[config.mk]
export PLATFORM = sky130hd
export DESIGN_NAME = dcps_serial_port
export DESIGN_NICKNAME = d
export VERILOG_FILES = /design/src/core/dcps_pkg.sv /design/src/core/dcps_serial_port.sv /design/src/core/dcps_sync2.sv
export SDC_FILE = /design/constraint.sdc
export NUM_CORES = 1
export LEC_CHECK = 0
export ABC_AREA = 1
export BUFFER_PORTS_ARGS = -buffer_cell sky130_fd_sc_hd__clkbuf_2
export CORE_MARGIN = 4
export CORE_UTILIZATION = 30
export DETAILED_ROUTE_END_ITERATION = 10
export PLACE_DENSITY = 0.44
export SLEW_MARGIN = 40
export SYNTH_ARGS = -nofsm -noshare
export SYNTH_HDL_FRONTEND = slang
export SYNTH_HIERARCHICAL = 1
export SYNTH_SLANG_ARGS = --single-unit
export TNS_END_PERCENT = 20
[constraint.sdc]
create_clock -name clk_i -period 2.1 [get_ports clk_i]
set_clock_uncertainty 0.1 [all_clocks]
set_input_delay 0.42 -clock clk_i [delete_from_list [all_inputs] [get_ports clk_i]]
set_output_delay 0.42 -clock clk_i [all_outputs]
set_load 0.05 [all_outputs]
[src/core/dcps_pkg.sv]
// Purpose: Shared constants for the dual-channel PCM serial port.
// Assumes: Core clock clk_i at 25 MHz (40 ns period).
// Notes:   Times are kept in ns, except the reset pulse in cycles; SCLK_HALF_CYC is derived from them.
package dcps_pkg;

  // Core clock period
  localparam int unsigned CLK_PERIOD_NS  = 40;

  // Number of PCM channels
  localparam int unsigned CH_NUM         = 2;

  // Bits per PCM sample (one A-law byte per channel per frame)
  localparam int unsigned SAMPLE_W       = 8;

  // Bit-count width, enough to hold SAMPLE_W
  localparam int unsigned BIT_LEFT_W     = 4;

  // Bits per frame: 2.048 MHz bit clock over 8 kHz frame
  localparam int unsigned BIT_RATE_KHZ   = 2048;
  localparam int unsigned FRAME_RATE_KHZ = 8;
  localparam int unsigned FRAME_BITS     = BIT_RATE_KHZ / FRAME_RATE_KHZ;
  localparam int unsigned FRAME_CNT_W    = 8;

  // Half period of the internally made bit clock
  localparam int unsigned SCLK_HALF_NS   = 244;
  // Rounded down, never below one cycle
  localparam int unsigned SCLK_HALF_CYC  =
    (SCLK_HALF_NS / CLK_PERIOD_NS) < 1 ? 1 : (SCLK_HALF_NS / CLK_PERIOD_NS);
  localparam int unsigned SCLK_DIV_W     = 8;

  // Least frame setup before the sampling bit clock edge
  localparam int unsigned FS_SETUP_NS    = 100;
  // Least reset pulse in core clock cycles
  localparam int unsigned RESET_MIN_CYC  = 5;

  // Reset values
  localparam logic [SAMPLE_W-1:0]   SAMPLE_RST = 8'h00;
  localparam logic [CH_NUM-1:0]     LINE_RST   = 2'h0;
  localparam logic [BIT_LEFT_W-1:0] LEFT_RST   = 4'h0;
  localparam logic [FRAME_CNT_W-1:0] FRAME_RST = 8'h00;
  localparam logic [SCLK_DIV_W-1:0] DIV_RST    = 8'h00;
  // Frame inputs idle high, so their sampled copies reset high
  localparam logic                  FS_IDLE    = 1'b1;

  // Transmit shifter states
  typedef enum logic [1:0] {
    DCPS_TX_IDLE  = 2'b01,
    DCPS_TX_SHIFT = 2'b10
  } dcps_tx_state_t;

endpackage

[src/core/dcps_serial_port.sv]
// Purpose: Dual-channel PCM serial port, internal or external framing.
// Assumes: clk_i stands in for the oscillator input; pins are asynchronous.
// Notes:   Pin inputs other than ext_clk_mode_i pass dcps_sync2 before any logic looks at them.
// Behaviour
// - System clock out is core clock over four
// - Receive line 1 channel 1, line 2 channel 2
// - Transmit lines per channel, high-Z when idle
// - Internal mode: 8 kHz sync pulse starts both
// - External receive frame: fall starts, rise delivers
// - External transmit frame: fall starts, rise loads
// - Bit clock input external, driven output internal
// - Reset floats bit clock and transmit lines
// - Receive bits sampled on bit clock fall
// - Frame inputs sampled on bit clock fall
// - Reset floats the coprocessor data bus
// - Samples shift most significant bit first
`timescale 1ns/1ps
module dcps_serial_port #(
  parameter int unsigned SCLK_HALF  = dcps_pkg::SCLK_HALF_CYC,
  parameter int unsigned FRAME_BITS = dcps_pkg::FRAME_BITS
) (
  input  wire logic                          clk_i,
  input  wire logic                          rstn_i,
  input  wire logic                          ext_clk_mode_i,
  input  wire logic                          sclk_i,
  output logic                               sclk_o,
  output logic                               sclk_oe_o,
  input  wire logic                          rx_sync_in_i,
  input  wire logic                          tx_sync_in_i,
  output logic                               internal_sync_pulse_o,
  input  wire logic                          rx_line_ch1_i,
  input  wire logic                          rx_line_ch2_i,
  output logic                               tx_line_ch1_o,
  output logic                               tx_line_ch1_oe_o,
  output logic                               tx_line_ch2_o,
  output logic                               tx_line_ch2_oe_o,
  input  wire logic [dcps_pkg::SAMPLE_W-1:0] tx_sample_ch1_i,
  input  wire logic [dcps_pkg::SAMPLE_W-1:0] tx_sample_ch2_i,
  output logic                               tx_load_o,
  output logic [dcps_pkg::SAMPLE_W-1:0]      rx_sample_ch1_o,
  output logic [dcps_pkg::SAMPLE_W-1:0]      rx_sample_ch2_o,
  output logic                               rx_valid_o,
  output logic                               sys_clk_out_o,
  output logic [dcps_pkg::SAMPLE_W-1:0]      data_bus_o,
  output logic                               data_bus_oe_o
);
  import dcps_pkg::*;

  logic                 sclk_s;        // Bit clock, second stage
  logic                 sclk_d_reg;    // Bit clock, one cycle older
  logic [CH_NUM-1:0]    rx_line_s;     // Receive lines, channel order
  logic                 rx_fs_s;       // Receive frame, active low
  logic                 tx_fs_s;       // Transmit frame, active low

  // Bit clock and data share one delay so they stay aligned
  dcps_sync2 #(
    .W       (1),
    .RST_VAL (1'b0)
  ) u_sync_sclk (
    .clk_i   (clk_i),
    .rstn_i  (rstn_i),
    .d_i     (sclk_i),
    .q_o     (sclk_s)
  );

  // Line 1 feeds channel 1, line 2 channel 2
  dcps_sync2 #(
    .W       (CH_NUM),
    .RST_VAL (LINE_RST)
  ) u_sync_rx (
    .clk_i   (clk_i),
    .rstn_i  (rstn_i),
    .d_i     ({rx_line_ch2_i, rx_line_ch1_i}),
    .q_o     (rx_line_s)
  );

  // Frame inputs reset to idle high, avoiding a false start
  dcps_sync2 #(
    .W       (2),
    .RST_VAL ({FS_IDLE, FS_IDLE})
  ) u_sync_fs (
    .clk_i   (clk_i),
    .rstn_i  (rstn_i),
    .d_i     ({tx_sync_in_i, rx_sync_in_i}),
    .q_o     ({tx_fs_s, rx_fs_s})
  );
  logic sys_div_reg;   // Half-rate phase
  logic sys_clk_reg;   // Quarter-rate output

  // Toggle every second cycle: clk divided by four
  always_ff @(posedge clk_i or negedge rstn_i) begin
    if (!rstn_i) begin
      sys_div_reg <= 1'b0;
      sys_clk_reg <= 1'b0;
    end else begin
      sys_div_reg <= ~sys_div_reg;
      if (sys_div_reg) begin
        sys_clk_reg <= ~sys_clk_reg;
      end
    end
  end
  assign sys_clk_out_o = sys_clk_reg;
  wire int_mode = ~ext_clk_mode_i;   // Static config, same clock domain

  logic [SCLK_DIV_W-1:0]  div_cnt_reg;   // Half-period counter
  logic                   sclk_reg;      // Driven bit clock level
  logic                   sclk_oe_reg;   // Bit clock pin drive
  logic [FRAME_CNT_W-1:0] bit_cnt_reg;   // Bit slot in frame
  logic                   pulse_reg;     // Internal sync pulse

  wire div_hit  = (div_cnt_reg == SCLK_DIV_W'(SCLK_HALF - 1));
  wire int_rise = int_mode & div_hit & ~sclk_reg;
  wire int_fall = int_mode & div_hit &  sclk_reg;
  wire [FRAME_CNT_W-1:0] bit_cnt_next =
    (bit_cnt_reg == FRAME_CNT_W'(FRAME_BITS - 1)) ? FRAME_RST
                                                   : bit_cnt_reg + 1'b1;

  // Generate the 2.048 MHz clock only in internal mode
  always_ff @(posedge clk_i or negedge rstn_i) begin
    if (!rstn_i) begin
      div_cnt_reg <= DIV_RST;
      sclk_reg    <= 1'b0;
      sclk_oe_reg <= 1'b0;
    end else begin
      // Pin is an output only with internal clocking
      sclk_oe_reg <= int_mode;
      if (!int_mode) begin
        // Divider parked so the first internal edge is clean
        div_cnt_reg <= DIV_RST;
        sclk_reg    <= 1'b0;
      end else if (div_hit) begin
        div_cnt_reg <= DIV_RST;
        sclk_reg    <= ~sclk_reg;
      end else begin
        div_cnt_reg <= div_cnt_reg + 1'b1;
      end
    end
  end
  // Reset clears the drive, floating the pin
  assign sclk_o    = sclk_reg;
  assign sclk_oe_o = sclk_oe_reg;

  // Pulse high for the last slot, one bit period
  always_ff @(posedge clk_i or negedge rstn_i) begin
    if (!rstn_i) begin
      bit_cnt_reg <= FRAME_RST;
      pulse_reg   <= 1'b0;
    end else if (!int_mode) begin
      bit_cnt_reg <= FRAME_RST;
      pulse_reg   <= 1'b0;
    end else if (int_rise) begin
      bit_cnt_reg <= bit_cnt_next;
      pulse_reg   <= (bit_cnt_next == FRAME_CNT_W'(FRAME_BITS - 1));
    end
  end
  assign internal_sync_pulse_o = pulse_reg;
  // External edges from the synchronised pin, older copy vs newer
  always_ff @(posedge clk_i or negedge rstn_i) begin
    if (!rstn_i) begin
      sclk_d_reg <= 1'b0;
    end else begin
      sclk_d_reg <= sclk_s;
    end
  end
  wire ext_rise  = ~sclk_d_reg &  sclk_s;
  wire ext_fall  =  sclk_d_reg & ~sclk_s;
  wire sclk_rise = int_mode ? int_rise : ext_rise;
  wire sclk_fall = int_mode ? int_fall : ext_fall;
  logic rx_fs_smp_reg;   // Receive frame at last fall
  logic tx_fs_smp_reg;   // Transmit frame at last fall

  // Frame levels are taken only at bit clock falls
  always_ff @(posedge clk_i or negedge rstn_i) begin
    if (!rstn_i) begin
      rx_fs_smp_reg <= FS_IDLE;
      tx_fs_smp_reg <= FS_IDLE;
    end else if (sclk_fall) begin
      rx_fs_smp_reg <= rx_fs_s;
      tx_fs_smp_reg <= tx_fs_s;
    end
  end

  // Receive frame fall starts, rise releases the word
  wire rx_fs_fall = sclk_fall & ~int_mode &  rx_fs_smp_reg & ~rx_fs_s;
  wire rx_fs_rise = sclk_fall & ~int_mode & ~rx_fs_smp_reg &  rx_fs_s;
  // Transmit frame fall starts, rise loads next word
  wire tx_fs_fall = sclk_fall & ~int_mode &  tx_fs_smp_reg & ~tx_fs_s;
  wire tx_fs_rise = sclk_fall & ~int_mode & ~tx_fs_smp_reg &  tx_fs_s;

  // Both directions start on the same internal pulse
  wire rx_start = int_mode ? (sclk_fall & pulse_reg) : rx_fs_fall;
  wire tx_start = int_mode ? (sclk_fall & pulse_reg) : tx_fs_fall;
  wire tx_load  = int_mode ? tx_start : tx_fs_rise;
  logic [BIT_LEFT_W-1:0] rx_left_reg;   // Bits still to sample
  logic                  rx_done_reg;   // Word waiting for release
  logic                  rx_valid_reg;  // Delivery strobe

  wire rx_take    = sclk_fall & ~rx_start & (rx_left_reg != LEFT_RST);
  wire rx_last    = rx_take & (rx_left_reg == BIT_LEFT_W'(1));
  // Internal mode releases at once, external waits for frame rise
  wire rx_deliver = rx_done_reg & (int_mode | rx_fs_rise);

  // Eight falls after the start carry the sample
  always_ff @(posedge clk_i or negedge rstn_i) begin
    if (!rstn_i) begin
      rx_left_reg  <= LEFT_RST;
      rx_done_reg  <= 1'b0;
      rx_valid_reg <= 1'b0;
    end else begin
      rx_valid_reg <= rx_deliver;
      if (rx_start) begin
        rx_left_reg <= BIT_LEFT_W'(SAMPLE_W);
      end else if (rx_take) begin
        rx_left_reg <= rx_left_reg - 1'b1;
      end
      // A finishing word wins over a release in the same cycle
      if (rx_last) begin
        rx_done_reg <= 1'b1;
      end else if (rx_deliver || rx_start) begin
        rx_done_reg <= 1'b0;
      end
    end
  end
  assign rx_valid_o = rx_valid_reg;
  dcps_tx_state_t        tx_state_reg;   // Shifter state
  logic [BIT_LEFT_W-1:0] tx_left_reg;    // Bits still to drive
  logic                  tx_oe_reg;      // Shared line drive
  logic                  tx_load_reg;    // Load strobe out

  wire tx_drive = sclk_rise & (tx_left_reg != LEFT_RST);

  // Drive eight bits on the rises after the start
  always_ff @(posedge clk_i or negedge rstn_i) begin
    if (!rstn_i) begin
      tx_state_reg <= DCPS_TX_IDLE;
      tx_left_reg  <= LEFT_RST;
      tx_oe_reg    <= 1'b0;
      tx_load_reg  <= 1'b0;
    end else begin
      tx_load_reg <= tx_load;
      case (tx_state_reg)
        DCPS_TX_IDLE: begin
          if (tx_start) begin
            tx_left_reg  <= BIT_LEFT_W'(SAMPLE_W);
            tx_state_reg <= DCPS_TX_SHIFT;
          end
        end
        DCPS_TX_SHIFT: begin
          if (tx_start) begin
            // New frame restarts the count
            tx_left_reg <= BIT_LEFT_W'(SAMPLE_W);
          end else if (tx_drive) begin
            tx_oe_reg   <= 1'b1;
            tx_left_reg <= tx_left_reg - 1'b1;
          end else if (sclk_rise) begin
            // Last bit held until the next rise, then float
            tx_oe_reg    <= 1'b0;
            tx_state_reg <= DCPS_TX_IDLE;
          end
        end
        default: begin
          tx_state_reg <= DCPS_TX_IDLE;
          tx_oe_reg    <= 1'b0;
        end
      endcase
    end
  end
  assign tx_load_o = tx_load_reg;
  logic [SAMPLE_W-1:0] tx_in_w   [CH_NUM];   // Sample inputs
  logic [SAMPLE_W-1:0] rx_word_reg [CH_NUM]; // Delivered samples
  logic                tx_bit_reg [CH_NUM];  // Line data bits, one owner each

  assign tx_in_w[0] = tx_sample_ch1_i;
  assign tx_in_w[1] = tx_sample_ch2_i;

  // Both channels share timing; only data differs
  for (genvar ch = 0; ch < CH_NUM; ch++) begin : g_ch
    logic [SAMPLE_W-1:0] rx_shift_reg;   // Incoming bits
    logic [SAMPLE_W-1:0] tx_shift_reg;   // Outgoing bits
    logic [SAMPLE_W-1:0] tx_hold_reg;    // Word for next frame

    // Sample on the fall, shifting MSB first
    always_ff @(posedge clk_i or negedge rstn_i) begin
      if (!rstn_i) begin
        rx_shift_reg    <= SAMPLE_RST;
        rx_word_reg[ch] <= SAMPLE_RST;
      end else begin
        // Earliest bit ends up as the MSB
        if (rx_take) begin
          rx_shift_reg <= {rx_shift_reg[SAMPLE_W-2:0], rx_line_s[ch]};
        end
        if (rx_deliver) begin
          rx_word_reg[ch] <= rx_shift_reg;
        end
      end
    end

    // Send MSB first; hold buffers one frame ahead
    always_ff @(posedge clk_i or negedge rstn_i) begin
      if (!rstn_i) begin
        tx_shift_reg   <= SAMPLE_RST;
        tx_hold_reg    <= SAMPLE_RST;
        tx_bit_reg[ch] <= 1'b0;
      end else begin
        if (tx_start) begin
          tx_shift_reg <= tx_hold_reg;
        end else if (tx_drive) begin
          tx_bit_reg[ch] <= tx_shift_reg[SAMPLE_W-1];
          tx_shift_reg   <= {tx_shift_reg[SAMPLE_W-2:0], 1'b0};
        end
        if (tx_load) begin
          tx_hold_reg <= tx_in_w[ch];
        end
      end
    end
  end

  assign rx_sample_ch1_o = rx_word_reg[0];
  assign rx_sample_ch2_o = rx_word_reg[1];

  // Lines float whenever no bit is being driven
  assign tx_line_ch1_o    = tx_bit_reg[0];
  assign tx_line_ch2_o    = tx_bit_reg[1];
  assign tx_line_ch1_oe_o = tx_oe_reg;
  assign tx_line_ch2_oe_o = tx_oe_reg;
  logic [SAMPLE_W-1:0] bus_data_reg;   // Bus data, unused here
  logic                bus_oe_reg;     // Bus drive

  // Host port is outside this block; bus stays released
  always_ff @(posedge clk_i or negedge rstn_i) begin
    if (!rstn_i) begin
      bus_data_reg <= SAMPLE_RST;
      bus_oe_reg   <= 1'b0;
    end else begin
      bus_data_reg <= SAMPLE_RST;
      bus_oe_reg   <= 1'b0;
    end
  end
  assign data_bus_o    = bus_data_reg;
  assign data_bus_oe_o = bus_oe_reg;

endmodule

[src/core/dcps_sync2.sv]
// Purpose: Two-flop synchroniser for levels entering from outside.
// Assumes: Inputs are slow levels relative to clk_i.
// Notes:   The first stage is read only by the second stage.
`timescale 1ns/1ps
module dcps_sync2 #(
  parameter int unsigned W         = 1,
  parameter logic [W-1:0] RST_VAL  = '0
) (
  input  wire logic         clk_i,
  input  wire logic         rstn_i,
  input  wire logic [W-1:0] d_i,
  output logic      [W-1:0] q_o
);

  // Metastability catch stage
  logic [W-1:0] meta_reg;

  // Both stages clear to the idle value of the pin
  always_ff @(posedge clk_i or negedge rstn_i) begin
    if (!rstn_i) begin
      meta_reg <= RST_VAL;
      q_o      <= RST_VAL;
    end else begin
      meta_reg <= d_i;
      q_o      <= meta_reg;
    end
  end

endmodule

==> flow_metrics.py <==
metrics = {
    "status": {
        "outcome": "finished, final reports clean",
    },
    "job": {
        "maxCapViolations": 0,
    },
    "grt": {
        "grt_pass1_vias": 3517,
        "grt_max_degree": 44,
        "grt_first_pass_wirelength_um": 16500,
        "antenna_found_initial": 0,
        "overflow": 0,
        "grtUsageTotal_pct": 11.2,
    },
    "clock_network": {
        "cts_tree": "done",
        "postCtsSetupBuffers": 0,
        "clockBufferDepth": 2,
        "cts_sinks": 114,
        "cts-root-buf": "clkbuf_16",
        "cts-htree-levels": 4,
        "clock_latency_ns": 0.41,
        "clkTransAtPathRegs_ns": 0.06,
        "cts_buffers": 17,
    },
    "route": {
        "ant_nets": 0,
        "avgViaCountPerCell": 4.36,
        "drt-total-wl_um": 9590,
        "firstDrtPassIters": 5,
        "vias": 3547,
        "route.detailed.drc": 0,
        "wl_per_cell_um": 11.8,
        "initialDrtViolationCount": 197,
    },
    "sta": {
        "period_minus_slack_ns": 1.86,
        "drv_slew": 0,
        "fmax_mhz": 537,
        "final.period_utilization_pct": 88.7,
        "whs_ns": 0.0617,
        "hold_viol_final": 0,
        "setup_slack_ns": 0.236,
        "tns_ns": 0,
        "setup_viol": 0,
        "rsz0062_at_grt": "false",
    },
    "placed_design": {
        "dp_slack_ns": 0.130,
        "io_buffers": 49,
        "dp_hpwl_um": 6650,
        "place_congestion": 0.809,
        "place_area_um2": 5510,
    },
    "critical_path": {
        "slowest_delay_ns": 0.41,
        "cp.arrival_ns": 2.09,
        "end_kind": "flip-flop",
        "worstPathMaxFanout": 36,
        "slowest_stage": "dfrtp_1",
        "critPathLaunchType": "flip-flop",
        "crit_required_ns": 2.33,
        "crit_top_cell": "nor2_4",
        "path_class": "reg -> reg",
        "cp_cell_sequence": "inv_1, ha_1, nand3_2, nor2_4, nor2_4, nor2_4, nand2_4, nor2_8, buf_12, nand3_1, o21ai_0",
    },
    "synthesis": {
        "yosysWarnings": 6,
        "synth_edf_count": 0,
        "netlist-cell-type-count": 40,
        "yosysSeqAreaShare_pct": 57.0,
        "synth_top_area_cell": "dfrtp_1",
        "synth_top_area_share_pct": 53.3,
        "synth_seq_cells": 114,
        "synthArstFlopShare_pct": 100,
        "synth_area_um2": 5020,
        "syn_inst": 515,
        "yosys_most_used_dff": "dfrtp_1",
        "yosys-top-cells-area": "dfrtp_1 (53%), nand2_1 (9.4%), inv_1 (5.0%)",
        "syn_area_per_cell_um2": 9.75,
    },
    "die": {
        "die_h_um": 137,
        "ios": 59,
        "start_util_pct": 30.5,
        "row_count": 47,
        "fp.dieW_um": 137,
        "dieArea_um2": 18900,
        "core_um2": 16500,
    },
    "finish": {
        "design_area_um2": 6130,
        "drive_above_1_share_pct": 24.2,
        "diodes": 0,
        "syn_to_final_growth_pct": 22.0,
        "nNetsFinal": 613,
    },
    "hold_path": {
        "min_path_type": "in -> reg",
    },
    "power_and_ir_drop": {
        "ir_worst_vdd_uv": 606,
        "total_power_mw": 7.67,
        "p_leak_nw": 3.00,
        "p_per_area_nw_per_um2": 1250,
    },
}
## cell usage after synthesis (7+ instances only)
cell and count:
buf_2 8, buf_4 10, dfrtp_1 107, dfstp_2 7
ha_1 8, inv_1 67, nand2_1 126, nand2_2 8
nand3_1 24, nor2_1 20, o211ai_2 9, o21ai_0 31
o21ai_1 20, o21ai_2 14
## kinds of logic (layout without fill, tap and decap cells)
logic type      Yosys count  in the layout  synth area share (%)
buf+inv                  94            165                  9.09
compound gates           88             88                  11.8
flops                   114            114                  57.0
other cells               1              9                0.0747
fa+ha+maj                 8              8                  1.99
xor+xnor                  8              8                  1.40
simple gates            202            202                  18.6
## where the power goes
group / switching [mW] / internal [mW] / total (mW)
Sequential: 0.296 / 2.80 / 3.09
Clock: 1.06 / 1.63 / 2.69
Combinational: 1.32 / 0.560 / 1.88
## worst paths after layout
kind	end	cells past startpoint	start	slack, ns
max	rx_left_reg[2]$_DFFE_PN0P_	11	div_cnt_reg[1]$_DFF_PN0_	0.24
min	u_sync_rx/meta_reg[0]$_DFF_PN0_	1	rx_line_ch1_i	0.06
max reg2reg	rx_left_reg[2]$_DFFE_PN0P_	11	div_cnt_reg[1]$_DFF_PN0_	0.24
min reg2reg	u_sync_rx/q_o[0]$_DFF_PN0_	0	u_sync_rx/meta_reg[0]$_DFF_PN0_	0.25
max in group asynchronous	g_ch[0].tx_shift_reg[3]$_DFFE_PN0P_	3	rstn_i	0.94
min in group asynchronous	rx_sample_ch1_o[7]$_DFFE_PN0P_	2	rstn_i	0.38
## layout make-up
cell class	instances	area (µm²)
sequential	114	2860
multi-input combinational	315	1740
tap	220	275
timing repair buffer	63	428
fill	1676	10300
inverter	70	265
clock inverter	15	135
clock buffer	17	425
## worst max-delay path, delay by kind of cell, from the launching register on
kind,cells,cell delay (ns)
AND/OR/NAND/NOR,7,0.75
flip-flops,1,0.41
buffers and inverters,2,0.28
adder cells (fa/ha/maj),1,0.15
AO/OA/AOI/OAI,1,0.08
## routing by layer
layer,share of wire [%],GRT usage [%]
met4,1.3,4.21
met5,0,0
met3,4.3,4.05
met2,47,17.1
met1,48,14.5
## placed cells by master (no fill, tap or decap), types with 4 or more instances in the layout
cell	n
buf_12	5
buf_4	5
clkbuf_16	17
clkbuf_2	48
clkinvlp_4	5
conb_1	9
dfrtp_1	107
dfstp_2	7
dlygate4sd3_1	5
ha_1	8
inv_1	67
nand2_1	126
nand2_2	8
nand3_1	24
nand4_1	4
nor2_1	20
nor2_4	4
nor3_1	6
o211ai_1	6
o211ai_2	9
o21ai_0	31
o21ai_1	20
o21ai_2	14
xor2_1	6
## repair_timing
item | in CTS | in global routing
endpoints found under the hold margin | 27 | 1
gates resized for setup | 0 | 1
endpoints found under the setup margin | 0 | 15
hold buffers | 4 | 1
## stage by stage
stage | cells | utilization [%]
global route | 814 | 37.2
floorplan | 523 | -
CTS | 813 | 37.1
finish | 814 | 37.2
detailed placement | 777 | 33.5
global placement | 777 | 33.5
Power figures use the tool's default switching activity.
